File: config.mk
export PLATFORM = sky130hd
export DESIGN_NAME = cam_scratchpad_cache
export DESIGN_NICKNAME = d
export VERILOG_FILES = /design/src/rtl/cam_pkg.sv /design/src/rtl/cam_scratchpad_cache.sv /design/src/rtl/cam_tag_store.sv
export SDC_FILE = /design/constraint.sdc
export NUM_CORES = 1
export LEC_CHECK = 0
export BUFFER_PORTS_ARGS = -buffer_cell sky130_fd_sc_hd__buf_2
export CORE_ASPECT_RATIO = 0.5
export CORE_MARGIN = 2
export CORE_UTILIZATION = 45
export DETAILED_ROUTE_END_ITERATION = 16
export GPL_TIMING_DRIVEN = 0
export MAX_ROUTING_LAYER = met4
export PLACE_DENSITY = 0.73
export SETUP_SLACK_MARGIN = 0.2
export SYNTH_ARGS = -nofsm -noshare
export SYNTH_HDL_FRONTEND = slang
export SYNTH_SLANG_ARGS = --single-unit
File: constraint.sdc
create_clock -name ref_clk -period 4.5 [get_ports ref_clk]
set_clock_uncertainty 0.05 [all_clocks]
set_input_delay 1.35 -clock ref_clk [delete_from_list [all_inputs] [get_ports ref_clk]]
set_output_delay 1.35 -clock ref_clk [all_outputs]
set_load 0.05 [all_outputs]
File: src/rtl/cam_pkg.sv
package cam_pkg;
   localparam int unsigned ENTRIES = 32;
   localparam int unsigned IDX_W = 5;
   localparam int unsigned TAG_W = 12;
   localparam int unsigned DATA_W = 32;
   localparam int unsigned INSTR_W = 32;
   localparam int unsigned ADDR_LSB = 0;
   localparam logic [IDX_W-1:0] PTR_RST = 5'h00;
   localparam logic [ENTRIES-1:0] VALID_RST = 32'h0000_0000;

   typedef logic [IDX_W-1:0] idx_t;
   typedef logic [TAG_W-1:0] tag_t;

   typedef struct packed {
      logic valid;
      logic [INSTR_W-1:0] instr;
   } instr_req_s;

   typedef struct packed {
      logic valid;
      logic hit;
      idx_t index;
      logic [INSTR_W-1:0] instr;
   } lookup_rsp_s;

   typedef struct packed {
      logic req;
      tag_t addr;
   } mem_req_s;

   typedef struct packed {
      logic valid;
      logic [DATA_W-1:0] data;
   } mem_rsp_s;

   typedef struct packed {
      logic we;
      idx_t index;
      logic [DATA_W-1:0] data;
   } pad_wr_s;
endpackage

File: src/rtl/cam_scratchpad_cache.sv
// Overview of operation
// - next instruction word is latched before lookup; address comes from it
// - instruction address compared against all tags in parallel
// - on hit, matching scratchpad index is output without memory read
// - on miss, read main memory and write the word into a free entry
// - filled entry receives the memory address as tag and valid set
// - when no entry is free, an occupied entry is overwritten
// - 32 entries with 12-bit tags covering a 4K x 32 memory
// - scratchpad pointer is a counter, matching the replacement choice
`timescale 1ns/1ps
`default_nettype none
module cam_scratchpad_cache (
   input wire logic ref_clk,
   input wire logic arst_n,
   input wire cam_pkg::instr_req_s instr_req,
   output logic instr_ready,
   output cam_pkg::lookup_rsp_s lookup_rsp,
   output cam_pkg::mem_req_s mem_req,
   input wire cam_pkg::mem_rsp_s mem_rsp,
   output cam_pkg::pad_wr_s pad_wr
);
   import cam_pkg::*;

   typedef enum logic [1:0] {IDLE, LOOKUP, FETCH, FILL} state_e;

   // sequencing: one lookup in flight at a time
   state_e state_q, state_d;
   logic [INSTR_W-1:0] instr_q, instr_d;
   logic ready_q, ready_d;
   // replacement pointer
   idx_t ptr_q, ptr_d;
   // slot and word held while the fill is pending
   idx_t fill_idx_q, fill_idx_d;
   logic [DATA_W-1:0] fill_data_q, fill_data_d;
   // registered answers towards cpu and memory
   lookup_rsp_s rsp_q, rsp_d;
   mem_req_s mreq_q, mreq_d;
   pad_wr_s pwr_q, pwr_d;

   tag_t lookup_tag;
   logic hit, full, tag_we;
   idx_t hit_idx, free_idx;
   logic take, miss, got_word;

   function automatic tag_t addr_field(input logic [INSTR_W-1:0] w);
      return w[ADDR_LSB +: TAG_W];
   endfunction

   // free slots first; once every latch is set the pointer decides
   function automatic idx_t pick_slot(
      input logic is_full,
      input idx_t rr,
      input idx_t fr
   );
      idx_t r;
      if (is_full) begin
         r = rr;
      end else begin
         r = fr;
      end
      return r;
   endfunction

   assign lookup_tag = addr_field(instr_q);
   assign tag_we = (state_q == FILL);
   assign take = (state_q == IDLE) && instr_req.valid && ready_q;
   assign miss = (state_q == LOOKUP) && !hit;
   // memory word seen while waiting; used by fill and answer groups
   assign got_word = (state_q == FETCH) && mem_rsp.valid;

   // tag store keeps the valid latches and does the parallel compare

   cam_tag_store u_tags (
      .ref_clk(ref_clk),
      .arst_n(arst_n),
      .tag_in(lookup_tag),
      .wr_en(tag_we),
      .wr_idx(fill_idx_q),
      .hit(hit),
      .hit_idx(hit_idx),
      .full(full),
      .free_idx(free_idx)
   );

   // ready falls on take and comes back with the answer pulse
   always_comb begin
      state_d = state_q;
      instr_d = instr_q;
      ready_d = ready_q;
      case (state_q)
         IDLE: begin
            if (take) begin
               instr_d = instr_req.instr;
               ready_d = 1'b0;
               state_d = LOOKUP;
            end
         end
         LOOKUP: begin
            if (hit) begin
               ready_d = 1'b1;
               state_d = IDLE;
            end else begin
               state_d = FETCH;
            end
         end
         FETCH: begin
            if (mem_rsp.valid) begin
               state_d = FILL;
            end
         end
         FILL: begin
            // tag and valid written this edge, the same edge the answer goes out
            ready_d = 1'b1;
            state_d = IDLE;
         end
         default: begin
            state_d = IDLE;
            ready_d = 1'b1;
         end
      endcase
   end

   always_ff @(posedge ref_clk or negedge arst_n) begin
      if (!arst_n) begin
         state_q <= IDLE;
         instr_q <= '0;
         ready_q <= 1'b1;
      end else begin
         state_q <= state_d;
         instr_q <= instr_d;
         ready_q <= ready_d;
      end
   end

   // slot chosen in the lookup cycle so the fill edge needs no search
   always_comb begin
      fill_idx_d = fill_idx_q;
      fill_data_d = fill_data_q;
      if (miss) begin
         fill_idx_d = pick_slot(full, ptr_q, free_idx);
      end
      if (got_word) begin
         fill_data_d = mem_rsp.data;
      end
   end

   always_ff @(posedge ref_clk or negedge arst_n) begin
      if (!arst_n) begin
         fill_idx_q <= '0;
         fill_data_q <= '0;
      end else begin
         fill_idx_q <= fill_idx_d;
         fill_data_q <= fill_data_d;
      end
   end

   // a counter, not a shift register: round robin only ever steps by one
   always_comb begin
      ptr_d = ptr_q;
      // steps only after an overwrite; filling a free slot leaves it alone
      if (tag_we && full) begin
         ptr_d = ptr_q + 5'h01;
      end
   end

   always_ff @(posedge ref_clk or negedge arst_n) begin
      if (!arst_n) begin
         ptr_q <= PTR_RST;
      end else begin
         ptr_q <= ptr_d;
      end
   end

   // every output comes from a flop; lookup answers and pad writes are one-cycle pulses, the read is held
   always_comb begin
      rsp_d = '0;
      mreq_d = mreq_q;
      pwr_d = '0;
      if ((state_q == LOOKUP) && hit) begin
         rsp_d.valid = 1'b1;
         rsp_d.hit = 1'b1;
         rsp_d.index = hit_idx;
         rsp_d.instr = instr_q;
      end
      if (miss) begin
         mreq_d.req = 1'b1;
         mreq_d.addr = lookup_tag;
      end
      // read is held until the word arrives, then dropped
      if (got_word) begin
         mreq_d = '0;
      end
      if (tag_we) begin
         pwr_d.we = 1'b1;
         pwr_d.index = fill_idx_q;
         pwr_d.data = fill_data_q;
         rsp_d.valid = 1'b1;
         rsp_d.hit = 1'b0;
         rsp_d.index = fill_idx_q;
         rsp_d.instr = instr_q;
      end
   end

   always_ff @(posedge ref_clk or negedge arst_n) begin
      if (!arst_n) begin
         rsp_q <= '0;
         mreq_q <= '0;
         pwr_q <= '0;
      end else begin
         rsp_q <= rsp_d;
         mreq_q <= mreq_d;
         pwr_q <= pwr_d;
      end
   end

   assign instr_ready = ready_q;
   assign lookup_rsp = rsp_q;
   assign mem_req = mreq_q;
   assign pad_wr = pwr_q;
endmodule
`default_nettype wire

File: src/rtl/cam_tag_store.sv
`timescale 1ns/1ps
`default_nettype none
module cam_tag_store (
   input wire logic ref_clk,
   input wire logic arst_n,
   input wire cam_pkg::tag_t tag_in,
   input wire logic wr_en,
   input wire cam_pkg::idx_t wr_idx,
   output logic hit,
   output cam_pkg::idx_t hit_idx,
   output logic full,
   output cam_pkg::idx_t free_idx
);
   import cam_pkg::*;

   tag_t tag_q [ENTRIES];
   tag_t tag_d [ENTRIES];
   logic [ENTRIES-1:0] valid_q, valid_d;
   logic [ENTRIES-1:0] match;

   // lowest set bit wins; used for both match and free search
   function automatic idx_t first_one(input logic [ENTRIES-1:0] v);
      idx_t r;
      r = '0;
      for (int i = ENTRIES - 1; i >= 0; i--) begin
         if (v[i]) begin
            r = idx_t'(i);
         end
      end
      return r;
   endfunction

   always_comb begin
      for (int i = 0; i < ENTRIES; i++) begin
         match[i] = valid_q[i] && (tag_q[i] == tag_in);
      end
      hit = |match;
      hit_idx = first_one(match);
      full = &valid_q;
      free_idx = first_one(~valid_q);
   end

   always_comb begin
      tag_d = tag_q;
      valid_d = valid_q;
      if (wr_en) begin
         tag_d[wr_idx] = tag_in;
         valid_d[wr_idx] = 1'b1;
      end
   end

   always_ff @(posedge ref_clk or negedge arst_n) begin
      if (!arst_n) begin
         valid_q <= VALID_RST;
         for (int i = 0; i < ENTRIES; i++) begin
            tag_q[i] <= '0;
         end
      end else begin
         valid_q <= valid_d;
         tag_q <= tag_d;
      end
   end
endmodule
`default_nettype wire

==> results.json, run 1 <==
{
  "tightest_slew_ns": 1.48,
  "h-tree-depth": 2,
  "synth-main-ff-cell": "dfrtp_1",
  "first_global_vias": 18100,
  "io-pin-count": 159,
  "yosysSeqAreaShare_pct": 54.6,
  "final-max-slew-violation-count": 0,
  "drc": 0,
  "num-nets-final": 2454,
  "syn-num-nets": 2236,
  "r2r_end": "lookup_rsp[27]",
  "cts_resized": 0,
  "cts_root_buf": "clkbuf_16",
  "worstHoldStart": "mem_req[12]",
  "syn-instance-count": 2167,
  "grt_pass1_wl_mm": 110,
  "routed_via_density": 5.53,
  "drv_cap": 1,
  "leakagePower_nw": 14.3,
  "synth_top_area_cell": "dfrtp_1",
  "ys_ff_latch": 583,
  "hpwl_mm": 49.1,
  "antenna_found_initial": 3,
  "synth_top_cell_area_share_pct": 54.5,
  "synth-simple-area-share_pct": 9.49,
  "synth-async-reset-ratio_pct": 100,
  "worstPathArrival_ns": 4.52,
  "synth_edf_count": 0,
  "synth-xor-area-share_pct": 12.6,
  "synth_area_per_cell_um2": 12.3,
  "synthAdderAreaFrac_pct": 0.0468,
  "syn-cell-area_um2": 26700,
  "clkSlewWorstSetupHoldPaths_ns": 0.06,
  "clockBufferDepth": 3,
  "firstDrtPassIters": 6,
  "avgRoutedWirePerCell_um": 22.7,
  "grt_max_degree": 116,
  "synth_cell_types": 58,
  "numCtsBuffers": 53,
  "finalCriticalPeriod_ns": 4.03,
  "detail_route.iter0.violations": 1420,
  "synth_top_family_by_area": "multiplexers",
  "place_inst": 3110,
  "ir_drop_v": 0.000234,
  "grt_overflow": 0,
  "min_path_cells": 1,
  "path_max_fanout": 10,
  "hold_path.class": "flip-flop to flip-flop",
  "failed_checks": "capacitance limit",
  "cts_setup_buffers": 0,
  "routed_wl_mm": 72.8,
  "die_y_um": 176,
  "vias": 17800,
  "synth_compound_area_share_pct": 3.40,
  "path_class": "flip-flop to flip-flop",
  "critPathLaunchType": "flip-flop",
  "synth_mux_area_share_pct": 16.3,
  "synthTopCellsByArea": "dfrtp_1 54%, mux2_2 16%, xnor2_1 12%",
  "worstRegToRegCells": 14,
  "io_buffers": 158,
  "powerDensity_nw_per_um2": 333,
  "cp-end-kind": "flip-flop",
  "core_um2": 59000,
  "max-slew-margin-rel_pct": 0.743,
  "cts_tree": "done",
  "setup_tns_ns": 0,
  "row_count": 63,
  "yosys_warnings": 0,
  "hold_violations": 0,
  "multi_input_area_um2": 11200,
  "drive_above_1_share_pct": 29.8,
  "ant_nets": 0,
  "place.gp.congestion": 0.961,
  "rrSetupSlack_ns": 0.47,
  "synthToLayoutAreaGrowth_pct": 14.1,
  "post-route-period-util_pct": 89.4,
  "dieWidth_um": 349,
  "clk_latency_ns": 0.61,
  "regArea_um2": 14600,
  "finalPower_mw": 10.2,
  "min_delay_worst_endpoint": "mem_req[12]",
  "status": "finished with violations",
  "setup_viol": 0,
  "die_area_um2": 61500,
  "hold_buffers": 0,
  "rr_startpoint": "instr_q[9]",
  "n_fill_cell": 5062,
  "fmax_ghz": 0.248,
  "final_cells": 3211,
  "cp.required_ns": 4.99,
  "rsz0062_at_grt": "false",
  "start_util_pct": 45.3,
  "grt_use_total_pct": 24.5,
  "clock_sinks": 583
}
==> worst max path at each step <==
stage / startpoint / end / slack (ns) / depth (start not counted)
final: instr_q[9] / lookup_rsp[27] / 0.47 / 14
after global routing: instr_q[9] / lookup_rsp[23] / 0.31 / 14
after CTS: instr_q[3] / lookup_rsp[32] / 0.50 / 11
after detailed placement: instr_q[9] / lookup_rsp[32] / 0.59 / 12
after global placement: arst_n / u_tags.tag_q[232] / -9.96 / 1
after floorplan: instr_q[10] / lookup_rsp[13] / 1.54 / 14
==> power breakdown <==
group / internal, mW / switching, mW
clock: 2.73 / 2.04
combinational: 0.0338 / 0.109
sequential: 5.24 / 0
==> placed cells by master (no fill, tap or decap), types with 36 or more instances in the layout <==
cell type	count
nand2_1	157
clkbuf_1	102
dfrtp_1	582
and3_1	36
clkbuf_16	53
nand3_1	39
nor2_1	43
buf_2	174
o21ai_0	87
mux2_2	383
nand4_1	74
xnor2_1	379
==> cells in the mapped netlist, types with 2 or more instances <==
cell type / n
a211oi_1: 4
a21boi_0: 3
a21o_1: 11
a21oi_1: 16
a221oi_1: 2
a31oi_1: 7
and2_1: 29
and3_1: 36
buf_2: 17
buf_4: 16
buf_6: 24
buf_8: 3
clkbuf_1: 91
dfrtp_1: 582
inv_1: 19
mux2_2: 383
mux2i_1: 4
nand2_1: 157
nand2b_1: 18
nand3_1: 39
nand3b_1: 3
nand4_1: 74
nor2_1: 43
nor2b_1: 4
nor3_1: 11
nor3b_1: 4
nor4_1: 33
nor4_2: 4
nor4b_1: 2
o211ai_1: 2
o21ai_0: 87
o21bai_1: 4
o22ai_1: 2
o31ai_1: 3
o41ai_1: 2
or2_2: 17
or2b_1: 2
or3_1: 2
or4_1: 6
xnor2_1: 379
xor2_1: 5
==> area by class of cell <==
class / count / share of cell area, %
clock inverter: 19 / 0.809
tap: 780 / 3.20
multi-input combinational: 1411 / 36.7
inverter: 20 / 0.246
timing repair buffer: 163 / 3.08
clock buffer: 80 / 5.21
sequential: 583 / 47.9
antenna: 2 / 0.0164
buffer: 153 / 2.91
==> through the flow <==
stage / hold slack, ns / setup WS (ns) / cell area, um2 / utilization, %
5_1_grt: 0.445 / 0.311 / 30500 / 51.7
6_report: 0.427 / 0.475 / 30500 / 51.7
2_1_floorplan: 0.390 / 1.54 / 26700 / -
3_3_place_gp: 0.405 / -9.96 / 28500 / 48.3
3_5_place_dp: 0.415 / 0.589 / 28600 / 48.6
4_1_cts: 0.430 / 0.503 / 30500 / 51.7
==> logic make-up after synthesis <==
group | Yosys count
flip-flops | 583
multiplexers | 387
AO/OA/AOI/OAI | 153
XOR/XNOR | 384
AND/OR/NAND/NOR | 486
buffers and inverters | 173
adder cells (fa/ha/maj) | 1
==> registers in the layout, summed over array words and instances (netlist names), named ones only <==
signal and flops:
fill_data_q 32, ptr_q 5, pad_wr 38, u_tags.tag_q 384
mem_req 13, u_tags.valid_q 32, instr_ready 1, fill_idx_q 5
instr_q 32, state_q 1, lookup_rsp 39
==> critical path, cell delays in order, from the launching register on <==
cell      delay (ns)
dfrtp_1         0.31
buf_2           0.17
buf_4           0.34
buf_2           0.39
xnor2_1         0.17
nand3_1         0.09
nor4_1          0.83
nor2_1          0.17
nand3_1         0.26
or4_1           0.15
buf_2           0.26
o21ai_4         0.11
inv_2           0.13
clkbuf_1        0.30
and2_1          0.18
==> metal layers <==
metal	global-route usage (%)	share of wire, %	vias up
met2	38.1	46	612
li1	-	-	7847
met1	32.1	42	9100
met3	4.60	7.4	191
met5	-	0	-
met4	9.12	4.2	0
(Power assumes the default switching activity.)
==> run 2, diff against run 1 <==
CORE_UTILIZATION = 52   (was 45)
PLACE_DENSITY = 0.81   (was 0.73)
==> run 2 against run 1 <==
  * Largest power group unchanged
  * Clock-buffer cell count is the same
  * Design area fell by 0.88%
  * Critical endpoint is now lookup_rsp[29]
  * Power shrank 3.5%
  * Sequential power is essentially flat
  * Flip-flop and latch count unchanged
  * Die area shrank 13%
  * The flow now finishes without violations
  * Sequential share of layout area rose by 0.43 points
  * Clock power shrank 7.5%
  * Critical path type unchanged
  * Via count up 1.7%
  * First-iteration DRC count up 18%
==> results.json, run 2 (synthesis results as in run 1) <==
{
  "hold_violations": 0,
  "detail_route.iter0.violations": 1670,
  "vias": 18000,
  "firstDrtPassIters": 6,
  "h-tree-depth": 2,
  "synthToLayoutAreaGrowth_pct": 13.1,
  "cp.required_ns": 4.99,
  "hold_path.class": "flip-flop to flip-flop",
  "finalCriticalPeriod_ns": 4.06,
  "cp_top_family": "simple AND/OR/NAND/NOR gates",
  "num-nets-final": 2454,
  "worstHoldStart": "instr_q[21]",
  "max_stage_delay_ns": 0.78,
  "powerDensity_nw_per_um2": 324,
  "setup_viol": 0,
  "post-route-period-util_pct": 90.2,
  "hold_buffers": 0,
  "slowest_stage": "nor4_1",
  "clock_sinks": 583,
  "crit_buf_inv": 6,
  "start_util_pct": 52.9,
  "cts_root_buf": "clkbuf_16",
  "rsz0062_at_grt": "false",
  "worstRegToRegCells": 14,
  "row_count": 58,
  "grt_max_degree": 129,
  "core_um2": 50500,
  "fmax_ghz": 0.246,
  "dieWidth_um": 325,
  "avgRoutedWirePerCell_um": 23.0,
  "cp-end-kind": "flip-flop",
  "cp_common_cell": "buf_2",
  "final_common_cell": "dfrtp_1",
  "drv_cap": 0,
  "leakagePower_nw": 14.2,
  "layout_common_cells": "582 x dfrtp_1, 383 x mux2_2, 379 x xnor2_1",
  "clockBufferDepth": 3,
  "numCtsBuffers": 52,
  "min_path_cells": 1,
  "ir_drop_v": 0.000270,
  "max-slew-margin-rel_pct": 6.10,
  "clk_latency_ns": 0.61,
  "path_class": "flip-flop to flip-flop",
  "ant_nets": 0,
  "status": "finished clean",
  "place.gp.congestion": 1.03,
  "grt_overflow": 0,
  "largest_reg_flops": 384,
  "setup_tns_ns": 0,
  "die_area_um2": 53300,
  "rr_startpoint": "instr_q[6]",
  "path_cells": "buf_2 -> buf_4 -> buf_2 -> xnor2_1 -> nand3_1 -> nor4_1 -> nor2_1 -> nand3_1 -> or4_1 -> buf_2 -> o21ai_4 -> inv_2 -> clkbuf_1 -> and2_1",
  "drive_above_1_share_pct": 29.5,
  "hpwl_mm": 47.7,
  "final-max-slew-violation-count": 0,
  "path_max_fanout": 10,
  "tightest_slew_ns": 1.40,
  "routed_wl_mm": 71.7,
  "first_global_vias": 18100,
  "grt_pass1_wl_mm": 109,
  "critPathLaunchType": "flip-flop",
  "io-pin-count": 159,
  "min_delay_worst_endpoint": "lookup_rsp[21]",
  "r2r_end": "lookup_rsp[29]",
  "place_worst_setup_slack_ns": 0.649,
  "cts_tree": "done",
  "die_y_um": 164,
  "worstPathArrival_ns": 4.54,
  "routed_via_density": 5.79,
  "grt_use_total_pct": 27.8,
  "cts_resized": 0,
  "rrSetupSlack_ns": 0.44,
  "largest_register": "u_tags.tag_q",
  "clkSlewWorstSetupHoldPaths_ns": 0.06,
  "setup_ws_ns": 0.442,
  "cts_setup_buffers": 0,
  "antenna_found_initial": 4,
  "drc": 0,
  "io_buffers": 158
}
run 2: cell count changes in the layout (fill, tap and decap cells not counted), sizes merged:
cell    delta
diode      +1
buf        +1
bufinv     -5
inv        -4
clkinv     +1
run 2: report_power, final:
group / switching (mW) / internal, mW / total (mW) / leakage [nW]
clock: 2.00 / 2.42 / 4.42 / 0.829
combinational: 0.110 / 0.0338 / 0.144 / 5.29
sequential: 0 / 5.24 / 5.24 / 8.13
total: 2.11 / 7.69 / 9.80 / 14.2
run 2: worst max path at each step:
stage | startpoint | to | slack, ns | depth (start not counted)
finish | instr_q[6] | lookup_rsp[29] | 0.44 | 14
global route | instr_q[8] | lookup_rsp[29] | 0.22 | 14
global placement | arst_n | fill_data_q[21] | -9.80 | 1
floorplan | instr_q[10] | lookup_rsp[13] | 1.54 | 14
detailed placement | instr_q[7] | lookup_rsp[26] | 0.65 | 15
CTS | instr_q[9] | lookup_rsp[29] | 0.55 | 13
run 2: through the flow:
stage | instance area (um2) | hold slack (ns) | total power [mW] | cells | utilization (%)
global placement | 28400 | 0.406 | 5.47 | 3015 | 56.2
finish | 30200 | 0.422 | 9.80 | 3115 | 59.8
detailed placement | 28500 | 0.412 | 5.49 | 3020 | 56.5
CTS | 30200 | 0.425 | 9.83 | 3111 | 59.8
global route | 30200 | 0.437 | 10.1 | 3115 | 59.8
floorplan | 26700 | 0.390 | 5.34 | 2167 | -
run 2: area by class of cell:
| cell class | count | area [um2] |
|---|---|---|
| Tap cell | 690 | 863 |
| Buffer | 153 | 886 |
| Inverter | 20 | 75.1 |
| Clock buffer | 80 | 1580 |
| Fill cell | 3890 | 20300 |
| Multi-Input combinational cell | 1411 | 11200 |
| Clock inverter | 11 | 98.8 |
| Timing Repair Buffer | 164 | 943 |
| Sequential cell | 583 | 14600 |
| Antenna cell | 3 | 7.51 |
run 2: layer usage:
metal  wire length [um]  global-route usage (%)  vias to the layer above
li1                   -                       -                     7846
met1              29600                    36.3                     9270
met2              33500                    43.9                      750
met3               5920                    5.18                      179
met4               2700                    9.93                        0
met5                  0                       -                        -
